**src/logic/sbi_cfg.svh**
```systemverilog
// constants for the cross-bank burst interrupt engine
`ifndef SBI_CFG_SVH
`define SBI_CFG_SVH
`define SBI_BANKS 4
`define SBI_BA_W 2
`define SBI_ADDR_W 13
`define SBI_COL_W 9
`define SBI_AP_BIT 10
`define SBI_DQ_W 32
`define SBI_DM_W 4
`define SBI_BURST_LEN 3'h4
`define SBI_CAS_LAT 2
`define SBI_DM_LAT 2
`define SBI_PIN_W 56
`define SBI_CNT_W 8
`define SBI_CLK_NS 25
`define SBI_WR_NS 15
`define SBI_RP_NS 18
`define SBI_WR_CYC ((`SBI_WR_NS + `SBI_CLK_NS - 1) / `SBI_CLK_NS)
`define SBI_RP_CYC ((`SBI_RP_NS + `SBI_CLK_NS - 1) / `SBI_CLK_NS)
`endif

```
**src/logic/sbi_pkg.sv**
```systemverilog
// types of the cross-bank burst interrupt engine
`default_nettype none
`include "sbi_cfg.svh"
package sbi_pkg;
  // burst engine state, one-hot
  typedef enum logic [2:0] {
    SBI_IDLE = 3'b001,
    SBI_READ = 3'b010,
    SBI_WRITE = 3'b100
  } sbi_burst_t;

  // whole module state
  typedef struct packed {
    logic [`SBI_PIN_W-1:0] pin_s1;
    logic [`SBI_PIN_W-1:0] pin_s2;
    logic lclk_prev;
    sbi_burst_t st;
    logic [`SBI_BA_W-1:0] bank;
    logic [`SBI_COL_W-1:0] col;
    logic [2:0] rem;
    logic ap;
    logic rd_pend;
    logic stage_v;
    logic [`SBI_DQ_W-1:0] stage;
    logic [`SBI_CAS_LAT-1:0] pipe_v;
    logic [`SBI_CAS_LAT-1:0][`SBI_DQ_W-1:0] pipe;
    logic [`SBI_DM_LAT-1:0][`SBI_DM_W-1:0] msk;
    logic [`SBI_BANKS-1:0][`SBI_CNT_W-1:0] wr_cnt;
    logic [`SBI_BANKS-1:0][`SBI_CNT_W-1:0] rp_cnt;
    logic [`SBI_BANKS-1:0] busy;
    logic [`SBI_BANKS-1:0] pre_start;
    logic [`SBI_DQ_W-1:0] dq_o;
    logic [`SBI_DM_W-1:0] dq_oe;
    logic wr_valid;
    logic [`SBI_BA_W-1:0] wr_bank;
    logic [`SBI_COL_W-1:0] wr_col;
    logic [`SBI_DQ_W-1:0] wr_data;
    logic [`SBI_DM_W-1:0] wr_mask;
    logic rd_req;
    logic [`SBI_BA_W-1:0] rd_bank;
    logic [`SBI_COL_W-1:0] rd_col;
  } sbi_state_t;
endpackage
`default_nettype wire

```
**src/logic/sbi_burst_ctl.sv**
```systemverilog
// burst engine: cross-bank interrupt of read and write bursts
`timescale 1ns/1ps
`default_nettype none
`include "sbi_cfg.svh"
module sbi_burst_ctl
  import sbi_pkg::*;
(
  input wire logic clock,
  input wire logic arst_n,
  input wire logic link_clk,
  input wire logic cs_n,
  input wire logic ras_n,
  input wire logic cas_n,
  input wire logic we_n,
  input wire logic [`SBI_BA_W-1:0] ba,
  input wire logic [`SBI_ADDR_W-1:0] addr,
  input wire logic [`SBI_DM_W-1:0] dqm,
  input wire logic [`SBI_DQ_W-1:0] dq_i,
  input wire logic [`SBI_DQ_W-1:0] rd_data,
  output logic [`SBI_DQ_W-1:0] dq_o,
  output logic [`SBI_DM_W-1:0] dq_oe,
  output logic wr_valid,
  output logic [`SBI_BA_W-1:0] wr_bank,
  output logic [`SBI_COL_W-1:0] wr_col,
  output logic [`SBI_DQ_W-1:0] wr_data,
  output logic [`SBI_DM_W-1:0] wr_mask,
  output logic rd_req,
  output logic [`SBI_BA_W-1:0] rd_bank,
  output logic [`SBI_COL_W-1:0] rd_col,
  output logic [`SBI_BANKS-1:0] pre_start,
  output logic [`SBI_BANKS-1:0] bank_busy
);

  ////////////////////////////////////////////////////////////////////////
  // state and synchronised pin view
  sbi_state_t q; // registered state
  sbi_state_t d; // next state
  logic s_clk; // synced link clock
  logic s_cs_n; // synced chip select
  logic s_ras_n; // synced row strobe
  logic s_cas_n; // synced column strobe
  logic s_we_n; // synced write enable
  logic [`SBI_BA_W-1:0] s_ba; // synced bank
  logic [`SBI_ADDR_W-1:0] s_addr; // synced address
  logic [`SBI_DM_W-1:0] s_dqm; // synced data mask
  logic [`SBI_DQ_W-1:0] s_dq; // synced write data

  // only the second stage is read; first stage feeds it alone
  assign {s_clk, s_cs_n, s_ras_n, s_cas_n, s_we_n, s_ba, s_addr, s_dqm, s_dq} = q.pin_s2;

  ////////////////////////////////////////////////////////////////////////
  // next-state logic
  always_comb
  begin
    logic edge_hit; // rising link clock seen
    logic is_rd; // read command
    logic is_wr; // write command
    logic is_pre; // precharge command
    logic [`SBI_BANKS-1:0] pre_go; // start precharge now
    logic [`SBI_BANKS-1:0] wr_go; // start write recovery
    logic [`SBI_BANKS-1:0] busy_set; // new access marks bank busy
    edge_hit = 1'b0;
    busy_set = '0;
    is_rd = 1'b0;
    is_wr = 1'b0;
    is_pre = 1'b0;
    pre_go = '0;
    wr_go = '0;
    d = q;
    d.pin_s1 = {link_clk, cs_n, ras_n, cas_n, we_n, ba, addr, dqm, dq_i};
    d.pin_s2 = q.pin_s1;
    d.lclk_prev = s_clk;
    d.pre_start = '0;
    d.wr_valid = 1'b0;
    d.rd_req = 1'b0;
    // array answers one cycle after a read request
    d.rd_pend = q.rd_req;
    if (q.rd_pend)
    begin
      d.stage = rd_data;
      d.stage_v = 1'b1;
    end
    edge_hit = s_clk & ~q.lclk_prev;
    if (edge_hit)
    begin
      is_rd = ~s_cs_n & s_ras_n & ~s_cas_n & s_we_n;
      is_wr = ~s_cs_n & s_ras_n & ~s_cas_n & ~s_we_n;
      is_pre = ~s_cs_n & ~s_ras_n & s_cas_n & ~s_we_n;
      // read data pipeline advances one link clock
      for (int i = `SBI_CAS_LAT - 1; i > 0; i--)
      begin
        d.pipe[i] = q.pipe[i-1];
        d.pipe_v[i] = q.pipe_v[i-1];
      end
      d.pipe[0] = q.stage;
      d.pipe_v[0] = q.stage_v;
      d.stage_v = 1'b0;
      // read masking lags the mask pins by two link clocks
      d.msk[0] = s_dqm;
      for (int i = 1; i < `SBI_DM_LAT; i++)
      begin
        d.msk[i] = q.msk[i-1];
      end
      if (is_rd || is_wr)
      begin
        // running burst is cut off on this edge
        if (q.st == SBI_READ && q.ap)
        begin
          pre_go[q.bank] = 1'b1;
        end
        if (q.st == SBI_WRITE && q.ap)
        begin
          wr_go[q.bank] = 1'b1;
        end
        if (is_wr && q.st == SBI_READ)
        begin
          // write kills unsent read words; mask keeps the bus quiet meanwhile
          d.pipe_v = '0;
          d.stage_v = 1'b0;
        end
        // write burst ends here: last word was taken one edge earlier
        d.st = is_rd ? SBI_READ : SBI_WRITE;
        d.bank = s_ba;
        d.col = s_addr[`SBI_COL_W-1:0];
        d.rem = `SBI_BURST_LEN - 3'h1;
        d.ap = s_addr[`SBI_AP_BIT];
        if (s_addr[`SBI_AP_BIT])
        begin
          busy_set[s_ba] = 1'b1;
        end
        if (is_rd)
        begin
          // words already in flight drain first, new data CAS later
          d.rd_req = 1'b1;
          d.rd_bank = s_ba;
          d.rd_col = s_addr[`SBI_COL_W-1:0];
        end
        else
        begin
          d.wr_valid = 1'b1;
          d.wr_bank = s_ba;
          d.wr_col = s_addr[`SBI_COL_W-1:0];
          d.wr_data = s_dq;
          d.wr_mask = s_dqm;
        end
      end
      else if (q.st != SBI_IDLE && is_pre && s_ba == q.bank)
      begin
        // same-bank precharge truncates the burst
        d.st = SBI_IDLE;
      end
      else if (q.st != SBI_IDLE && q.rem != 3'h0)
      begin
        // nop, active or precharge elsewhere: burst runs on
        d.col = q.col + `SBI_COL_W'(1);
        d.rem = q.rem - 3'h1;
        if (q.st == SBI_READ)
        begin
          d.rd_req = 1'b1;
          d.rd_bank = q.bank;
          d.rd_col = q.col + `SBI_COL_W'(1);
        end
        else
        begin
          d.wr_valid = 1'b1;
          d.wr_bank = q.bank;
          d.wr_col = q.col + `SBI_COL_W'(1);
          d.wr_data = s_dq;
          d.wr_mask = s_dqm;
        end
      end
      else if (q.st != SBI_IDLE)
      begin
        // natural end of burst
        d.st = SBI_IDLE;
        if (q.ap && q.st == SBI_READ)
        begin
          pre_go[q.bank] = 1'b1;
        end
        if (q.ap && q.st == SBI_WRITE)
        begin
          wr_go[q.bank] = 1'b1;
        end
      end
      if (is_pre)
      begin
        pre_go[s_ba] = 1'b1;
        busy_set[s_ba] = 1'b1;
      end
      // lanes load the word entering the last stage: data shows CAS link clocks after its read
      d.dq_o = d.pipe[`SBI_CAS_LAT-1];
      for (int b = 0; b < `SBI_DM_W; b++)
      begin
        d.dq_oe[b] = d.pipe_v[`SBI_CAS_LAT-1] & ~q.msk[`SBI_DM_LAT-1][b];
      end
    end
    // per-bank recovery and precharge timers
    for (int b = 0; b < `SBI_BANKS; b++)
    begin
      if (q.wr_cnt[b] != '0)
      begin
        d.wr_cnt[b] = q.wr_cnt[b] - `SBI_CNT_W'(1);
        if (q.wr_cnt[b] == `SBI_CNT_W'(1))
        begin
          pre_go[b] = 1'b1;
        end
      end
      if (wr_go[b])
      begin
        d.wr_cnt[b] = `SBI_CNT_W'(`SBI_WR_CYC);
      end
      if (q.rp_cnt[b] != '0)
      begin
        d.rp_cnt[b] = q.rp_cnt[b] - `SBI_CNT_W'(1);
        if (q.rp_cnt[b] == `SBI_CNT_W'(1))
        begin
          d.busy[b] = 1'b0;
        end
      end
      // a new access wins over a period ending in the same cycle
      if (busy_set[b])
      begin
        d.busy[b] = 1'b1;
      end
      if (pre_go[b])
      begin
        // a new precharge restarts the period, busy held throughout
        d.pre_start[b] = 1'b1;
        d.rp_cnt[b] = `SBI_CNT_W'(`SBI_RP_CYC);
        d.busy[b] = 1'b1;
      end
    end
  end

  ////////////////////////////////////////////////////////////////////////
  // state register
  always_ff @(posedge clock or negedge arst_n)
  begin
    if (!arst_n)
    begin
      q <= '0;
      q.st <= SBI_IDLE;
    end
    else
    begin
      q <= d;
    end
  end

  ////////////////////////////////////////////////////////////////////////
  // outputs straight from the state register
  assign dq_o = q.dq_o;
  assign dq_oe = q.dq_oe;
  assign wr_valid = q.wr_valid;
  assign wr_bank = q.wr_bank;
  assign wr_col = q.wr_col;
  assign wr_data = q.wr_data;
  assign wr_mask = q.wr_mask;
  assign rd_req = q.rd_req;
  assign rd_bank = q.rd_bank;
  assign rd_col = q.rd_col;
  assign pre_start = q.pre_start;
  assign bank_busy = q.busy;

endmodule
`default_nettype wire

```
**config.mk**
```make
export PLATFORM = sky130hd
export DESIGN_NAME = sbi_burst_ctl
export DESIGN_NICKNAME = d
export VERILOG_FILES = /design/src/logic/sbi_pkg.sv /design/src/logic/sbi_burst_ctl.sv
export VERILOG_INCLUDE_DIRS = /design/src /design/src/logic
export SDC_FILE = /design/constraint.sdc
export NUM_CORES = 1
export LEC_CHECK = 0
export BUFFER_PORTS_ARGS = -buffer_cell sky130_fd_sc_hd__buf_2
export CAP_MARGIN = 10
export CORE_UTILIZATION = 45
export CTS_CLUSTER_SIZE = 40
export DETAILED_ROUTE_END_ITERATION = 10
export GPL_TIMING_DRIVEN = 1
export PLACE_DENSITY_LB_ADDON = 0.3
export SYNTH_ARGS = -nofsm -noshare
export SYNTH_HDL_FRONTEND = slang
export SYNTH_SLANG_ARGS = --single-unit
```
**constraint.sdc**
```tcl
create_clock -name clock -period 2.35 [get_ports clock]
set_clock_uncertainty 0.1 [all_clocks]
set_input_delay 0.3525 -clock clock [delete_from_list [all_inputs] [get_ports clock]]
set_output_delay 0.3525 -clock clock [all_outputs]
set_load 0.005 [all_outputs]
```
## Word level (Yosys, flattened, before mapping)

Cells that the tools add are included.

- Word-level logic and storage cells: 227
- Register bits after elaboration: 374
- Output and inout port bits: 104
- Input bits: 90

- Multiplexer cells: 88
- Reduce and logical (&&, ||, !) cells: 47
- Bitwise logic cells: 23
- Add/sub/neg operators: 10
- Eq/ne operators: 17
- Magnitude comparators: 4

Operators by type and width:

| operator | number |
|---|---|
| 60-bit 2-to-1 mux | 4 |
| 8-bit 2-to-1 mux | 16 |
| 48-bit 2-to-1 mux | 2 |
| 4-bit 2-to-1 mux | 19 |
| 8-bit by 1-bit == test with 1-bit output, second input constant | 8 |
| 8-bit nonzero test | 8 |
| 8-bit by 1-bit subtractor with 8-bit output, second input constant | 8 |
| 12-bit 2-to-1 mux | 5 |
| 33-bit 2-to-1 mux | 1 |
| 1-bit 2-to-1 mux | 31 |
| 3-bit nonzero test | 10 |
| 2-bit nonzero test | 11 |
| 3-bit 2-to-1 mux | 5 |
| 1-bit AND | 12 |
| 2-bit AND reduction | 5 |
| 5-bit AND reduction | 2 |
| 9-bit by 1-bit adder with 9-bit output, second input constant | 1 |
| 1-bit inverter | 9 |
| 1-bit logical AND | 8 |
| 2-bit inequality test, second input constant | 4 |
| 4-bit bitwise OR | 2 |
| 2-bit by 3-bit less-than comparator with 1-bit output, second input constant | 2 |
| 2-bit 2-to-1 mux | 3 |
| 3-bit AND reduction | 2 |
| other kinds (9) | 11 |

## Logic depth before layout (Yosys ltp)

- Depth in word-level cells: 17
- Gate-level depth with buffers: 8
- Gate-level depth less buffers: 7

## Least setup slack after synthesis

OpenSTA, ideal clock, no wires.

- Kind: register to register
- Start point: register q[291] (netlist bit)
- End point: register q, in the netlist wr_data[20]
- Library setup time: 125 ps
- Required time: 2,125 ps
- Data arrival time: 2,012 ps
- Buffers on the path: 2
- Stages on the path, launching flop included: 7
- Path slack: 113 ps
- Clock period less this slack: 2,237 ps
- Cell sequence: dfstp_2 > nor3b_1 > nor4_4 > o21ai_2 > buf_6 > buf_8 > mux2_4

- Cells in the longest elaborated chain, start to end: 5
- Elaborated cells between the ends (all ways): 9
- Classes of those cells: 4 x eq/ne; 5 x reduce/logical

Ends and longest elaborated chain:

| what | RTL line | text |
|---|---|---|
| from (decl) | sbi_burst_ctl.sv:36 | `sbi_state_t q;` |
| 3-bit by 1-bit inequality test with 1-bit output | sbi_burst_ctl.sv:147, sbi_burst_ctl.sv:152 |  |
| 1-bit logical AND (2 in a row) | sbi_burst_ctl.sv:147 | `else if (q.st != SBI_IDLE && is_pre && s_ba == q.bank)` |
| 2-bit inequality test (no source line) | - |  |
| 5-bit AND reduction (no source line) (*) | - |  |

Every way passes the cells marked *; elsewhere a longest branch is shown, timed or not.
A chain may end at the register's enable or synchronous reset.

## Worst setup path after layout

- Start point: register q[345] (netlist bit)
- End point: register q, in the netlist wr_col[5]

- Cells in the longest elaborated chain, start to end: 4

Ends and longest elaborated chain:

| what | RTL line |
|---|---|
| 2-bit == test | sbi_burst_ctl.sv:147 |
| 1-bit logical AND | sbi_burst_ctl.sv:147 |
| 2-bit inequality test (no source line) | - |
| 5-bit AND reduction (no source line) | - |

Every way passes these cells.

==> run summary <==
Net count after synthesis = 1,409
Total Nets Final = 1,630
Largest incremental delay on the critical path = 610 ps
Element type at the critical path start = flop
Biggest fanout along the worst timing path = 8
Via count of the routed design = 9,714
Final HPWL from detailed placement = 19,660 um
Count of synthesis-stage warnings from yosys = 0
Async set-or-reset flop fraction in the synthesized netlist = 100.0%
Count of max-cap constraint violations = 0
Part of the Yosys area used for sequential elements = 61.31%
Pins over their slew limit = 0
Die ar. = 34,120 um^2
Initial Util = 45.94%
Number of levels the H-tree was split into = 2
Placed inst area = 16,030 um^2
Number of clock sinks seen by CTS = 368
Max IR drop VDD = 0.5534 mV
Result of the run = finished clean
Flop and latch count out of synthesis = 368
Clk pin slew, worst setup/hold paths = 60 ps
Sequential cell fraction of total power = 44.3%
Start-to-end type of the worst setup path = reg2reg
Detailed-route vias per instance = 4.872
Final Cycle Share = 93.38%
Pin count of the biggest net entering global routing = 63
Setup-failing EPs final = 0
R2R cell count = 5
Transition time at the pin with the least slew margin = 675.8 ps
FF-to-FF End = wr_col[5]
CTS max path bufs = 3
Cell at the root of the clock tree = sky130_fd_sc_hd__clkbuf_16
Drt initial violations = 546
Synth Flop Type = sky130_fd_sc_hd__dfrtp_1
Setup crit end = wr_col[5]
Floorplan Core Area = 32,700 um^2
Vert. Die Dim = 184.7 um
Wirelength per Cell = 14.97 um
Fraction of power consumed by the clock network = 30.3%
Overflow after GRT = 0
Setup repair after global routing missed its margin = false
Number of instances in the synthesized netlist = 1,300
Net Switching = 0.006518 W
Worst slack on hold paths = 237.2 ps
X dimension of the die = 184.7 um
Crit path max-delay cell type = sky130_fd_sc_hd__or4_1
Worst endpoint required time = 2710 ps
WL final = 29,840 um
Biggest area contributors in the synthesized netlist = sky130_fd_sc_hd__dfrtp_1 (61%), sky130_fd_sc_hd__nand2_1 (6.5%), sky130_fd_sc_hd__buf_4 (5.3%)
Fraction of power spent switching nets = 29.74%
Internal power contribution = 0.01540 W
Port-buffer cells = 190
Area added between synthesis and finish = 22.19%
Router iterations before antenna repair = 4
Share of the synthesized area in the top cell type = 61.14%
Total count of hold-check failures in the final report = 0
Fraction of layout cells with a size suffix above 1 = 26.63%
Launching point of the worst reg2reg path = q[345]
Top cells by instance count after synthesis = sky130_fd_sc_hd__dfrtp_1 (367), sky130_fd_sc_hd__nand2_1 (259), sky130_fd_sc_hd__buf_4 (107), sky130_fd_sc_hd__nor2_1 (88), sky130_fd_sc_hd__mux2_2 (67)
Placed instance count = 1,835
Final Critical Period = 2195 ps
Kind of end point of the critical path = flop
Clock latency of the later-clocked register in the worst-skew pair = 520 ps
Reg-to-reg slack, setup = 160 ps
Clock buffers created by TritonCTS = 40
Last weighted congestion value of the routability-driven placer = 0.8148
Post-synthesis instance area = 15,020 um^2
Final TNS setup = 0 ps
Cell area after layout = 18,360 um^2
Avg Inst Size Synth = 11.56 um^2
Total DRC errors in the routed layout = 0
TritonCTS clock tree = yes
Io pins = 194
CP Cell Sequence = xnor2_1 > a32o_2 > or4_1 > o21ai_0 > mux2_4
Post-Layout Cell Count = 1,994
Hold crit path type = in2async
Portion of total power attributed to combinational logic = 25.5%
Initial antenna violation count = 2
Final Core Density = 56.13%
Final antenna-violating net count = 0
Source of the critical timing path = q[345]
Cell with the most instances after synthesis = sky130_fd_sc_hd__dfrtp_1
Number of enable-type register cells in the synthesized netlist = 0
Power per cell area = 1194 nW/um^2
Tightest slew margin relative to the limit = 54.95%
Leakage power = 8.932 nW
Num rows = 66
Global-route wire length before repair = 48,670 um
Cell type with the highest aggregate area in the netlist = sky130_fd_sc_hd__dfrtp_1
Distinct cell type count after synthesis = 64
Tot GR Track Use = 17.77%
Arrival @ worst endpoint = 2560 ps
Fmax = 0.4557 GHz
Number of global-route vias before repair = 9,769
## kinds of logic (layout without fill, tap and decap cells)
logic type                 after synthesis  after routing  synth area share, %
DFF                                    368            368                61.31
muxes                                  101            101                7.921
adders and majority gates               19             19                1.583
AOI/OAI and AO/OA                      121            121                5.481
other                                    0              1                    0
xor gates and xnor gates                29             29                1.691
and+or+nand+nor                        490            490                14.81
buffers and inverters                  172            423                7.205
## worst max-delay path: cells and delay by family (launching register included)
kind | cells | cell delay [ps]
DFF | 1 | 400
AOI/OAI and AO/OA | 2 | 660
xor gates and xnor gates | 1 | 180
and+or+nand+nor | 1 | 610
muxes | 1 | 190
## sequential cells by signal, indices dropped and copies added (netlist names), 2 cells and up
name       cells
dq_oe          4
dq_o          32
pre_start      4
rd_col         9
wr_data       32
bank_busy      4
wr_mask        4
q            210
rd_bank        2
wr_col         9
wr_bank        2
d             54
## per-layer routing
layer / vias to the layer above / GRT usage [%] / wire length [um]
met5: - / 0 / 0
li1: 4699 / - / -
met3: 43 / 3.379 / 1450
met1: 4781 / 23.03 / 13160
met2: 191 / 30.20 / 14550
met4: 0 / 5.223 / 681
## power groups by stage
stage                     clock, W  sequential, W  combinational, W
after global placement           0        0.00969           0.00531
after global routing       0.00707        0.00999           0.00632
after floorplan                  0        0.00941           0.00475
after CTS                  0.00681        0.00969           0.00565
after detailed placement         0        0.00977           0.00551
final                      0.00663        0.00970           0.00558
## metrics by stage
| stage | setup slack (ps) | power, W |
|---|---|---|
| 2_1_floorplan | 112.7 | 0.01416 |
| 3_3_place_gp | 62.26 | 0.01500 |
| 3_5_place_dp | 53.51 | 0.01528 |
| 4_1_cts | 43.44 | 0.02215 |
| 5_1_grt | 1.360 | 0.02337 |
| 6_report | 155.5 | 0.02191 |
## cell type report
type                    instances  area, um^2
diodes                          1       2.502
multi-input cells             760        4785
clock buffers                  59        1195
fillers                      2748       14350
clock inverters                13       230.2
inverters                      28       105.1
flip-flops and latches        368        9210
well taps                     442       553.0
repair buffers                323        2275
## layout by cell type, fill, tap and decap left out, drive strengths merged, types with 7 or more instances in the layout
master	n
mux2i	15
xor2	7
a21oi	36
nor2b	13
ha	19
clkbuf	59
buf	237
nor3	39
a221o	9
xnor2	22
mux2	86
nor4	12
dlygate4sd3	86
inv	29
nor2	89
dfrtp	367
a211oi	7
nand2b	16
o21ai	27
a22o	7
nand2	259
nand3	19
## repair_timing
item / CTS / global route
gates resized for setup: 0 / 6
buffers inserted: 0 / 0
hold endpoints to repair: 129 / 0
hold buffers: 86 / 0
setup endpoints to repair: 0 / 28
## worst min-delay path by stage
| stage | start | end | slack (ps) | cells past startpoint |
|---|---|---|---|---|
| 5_1_grt | d[300] | q[300] | 250 | 0 |
| 2_1_floorplan | arst_n | bank_busy[0] | -40 | 0 |
| 3_5_place_dp | arst_n | q[123] | 210 | 1 |
| 6_report | arst_n | q[123] | 240 | 2 |
| 4_1_cts | d[332] | q[332] | 240 | 0 |
| 3_3_place_gp | arst_n | q[123] | 210 | 1 |
No activity file was read; power rests on OpenSTA's default activity.
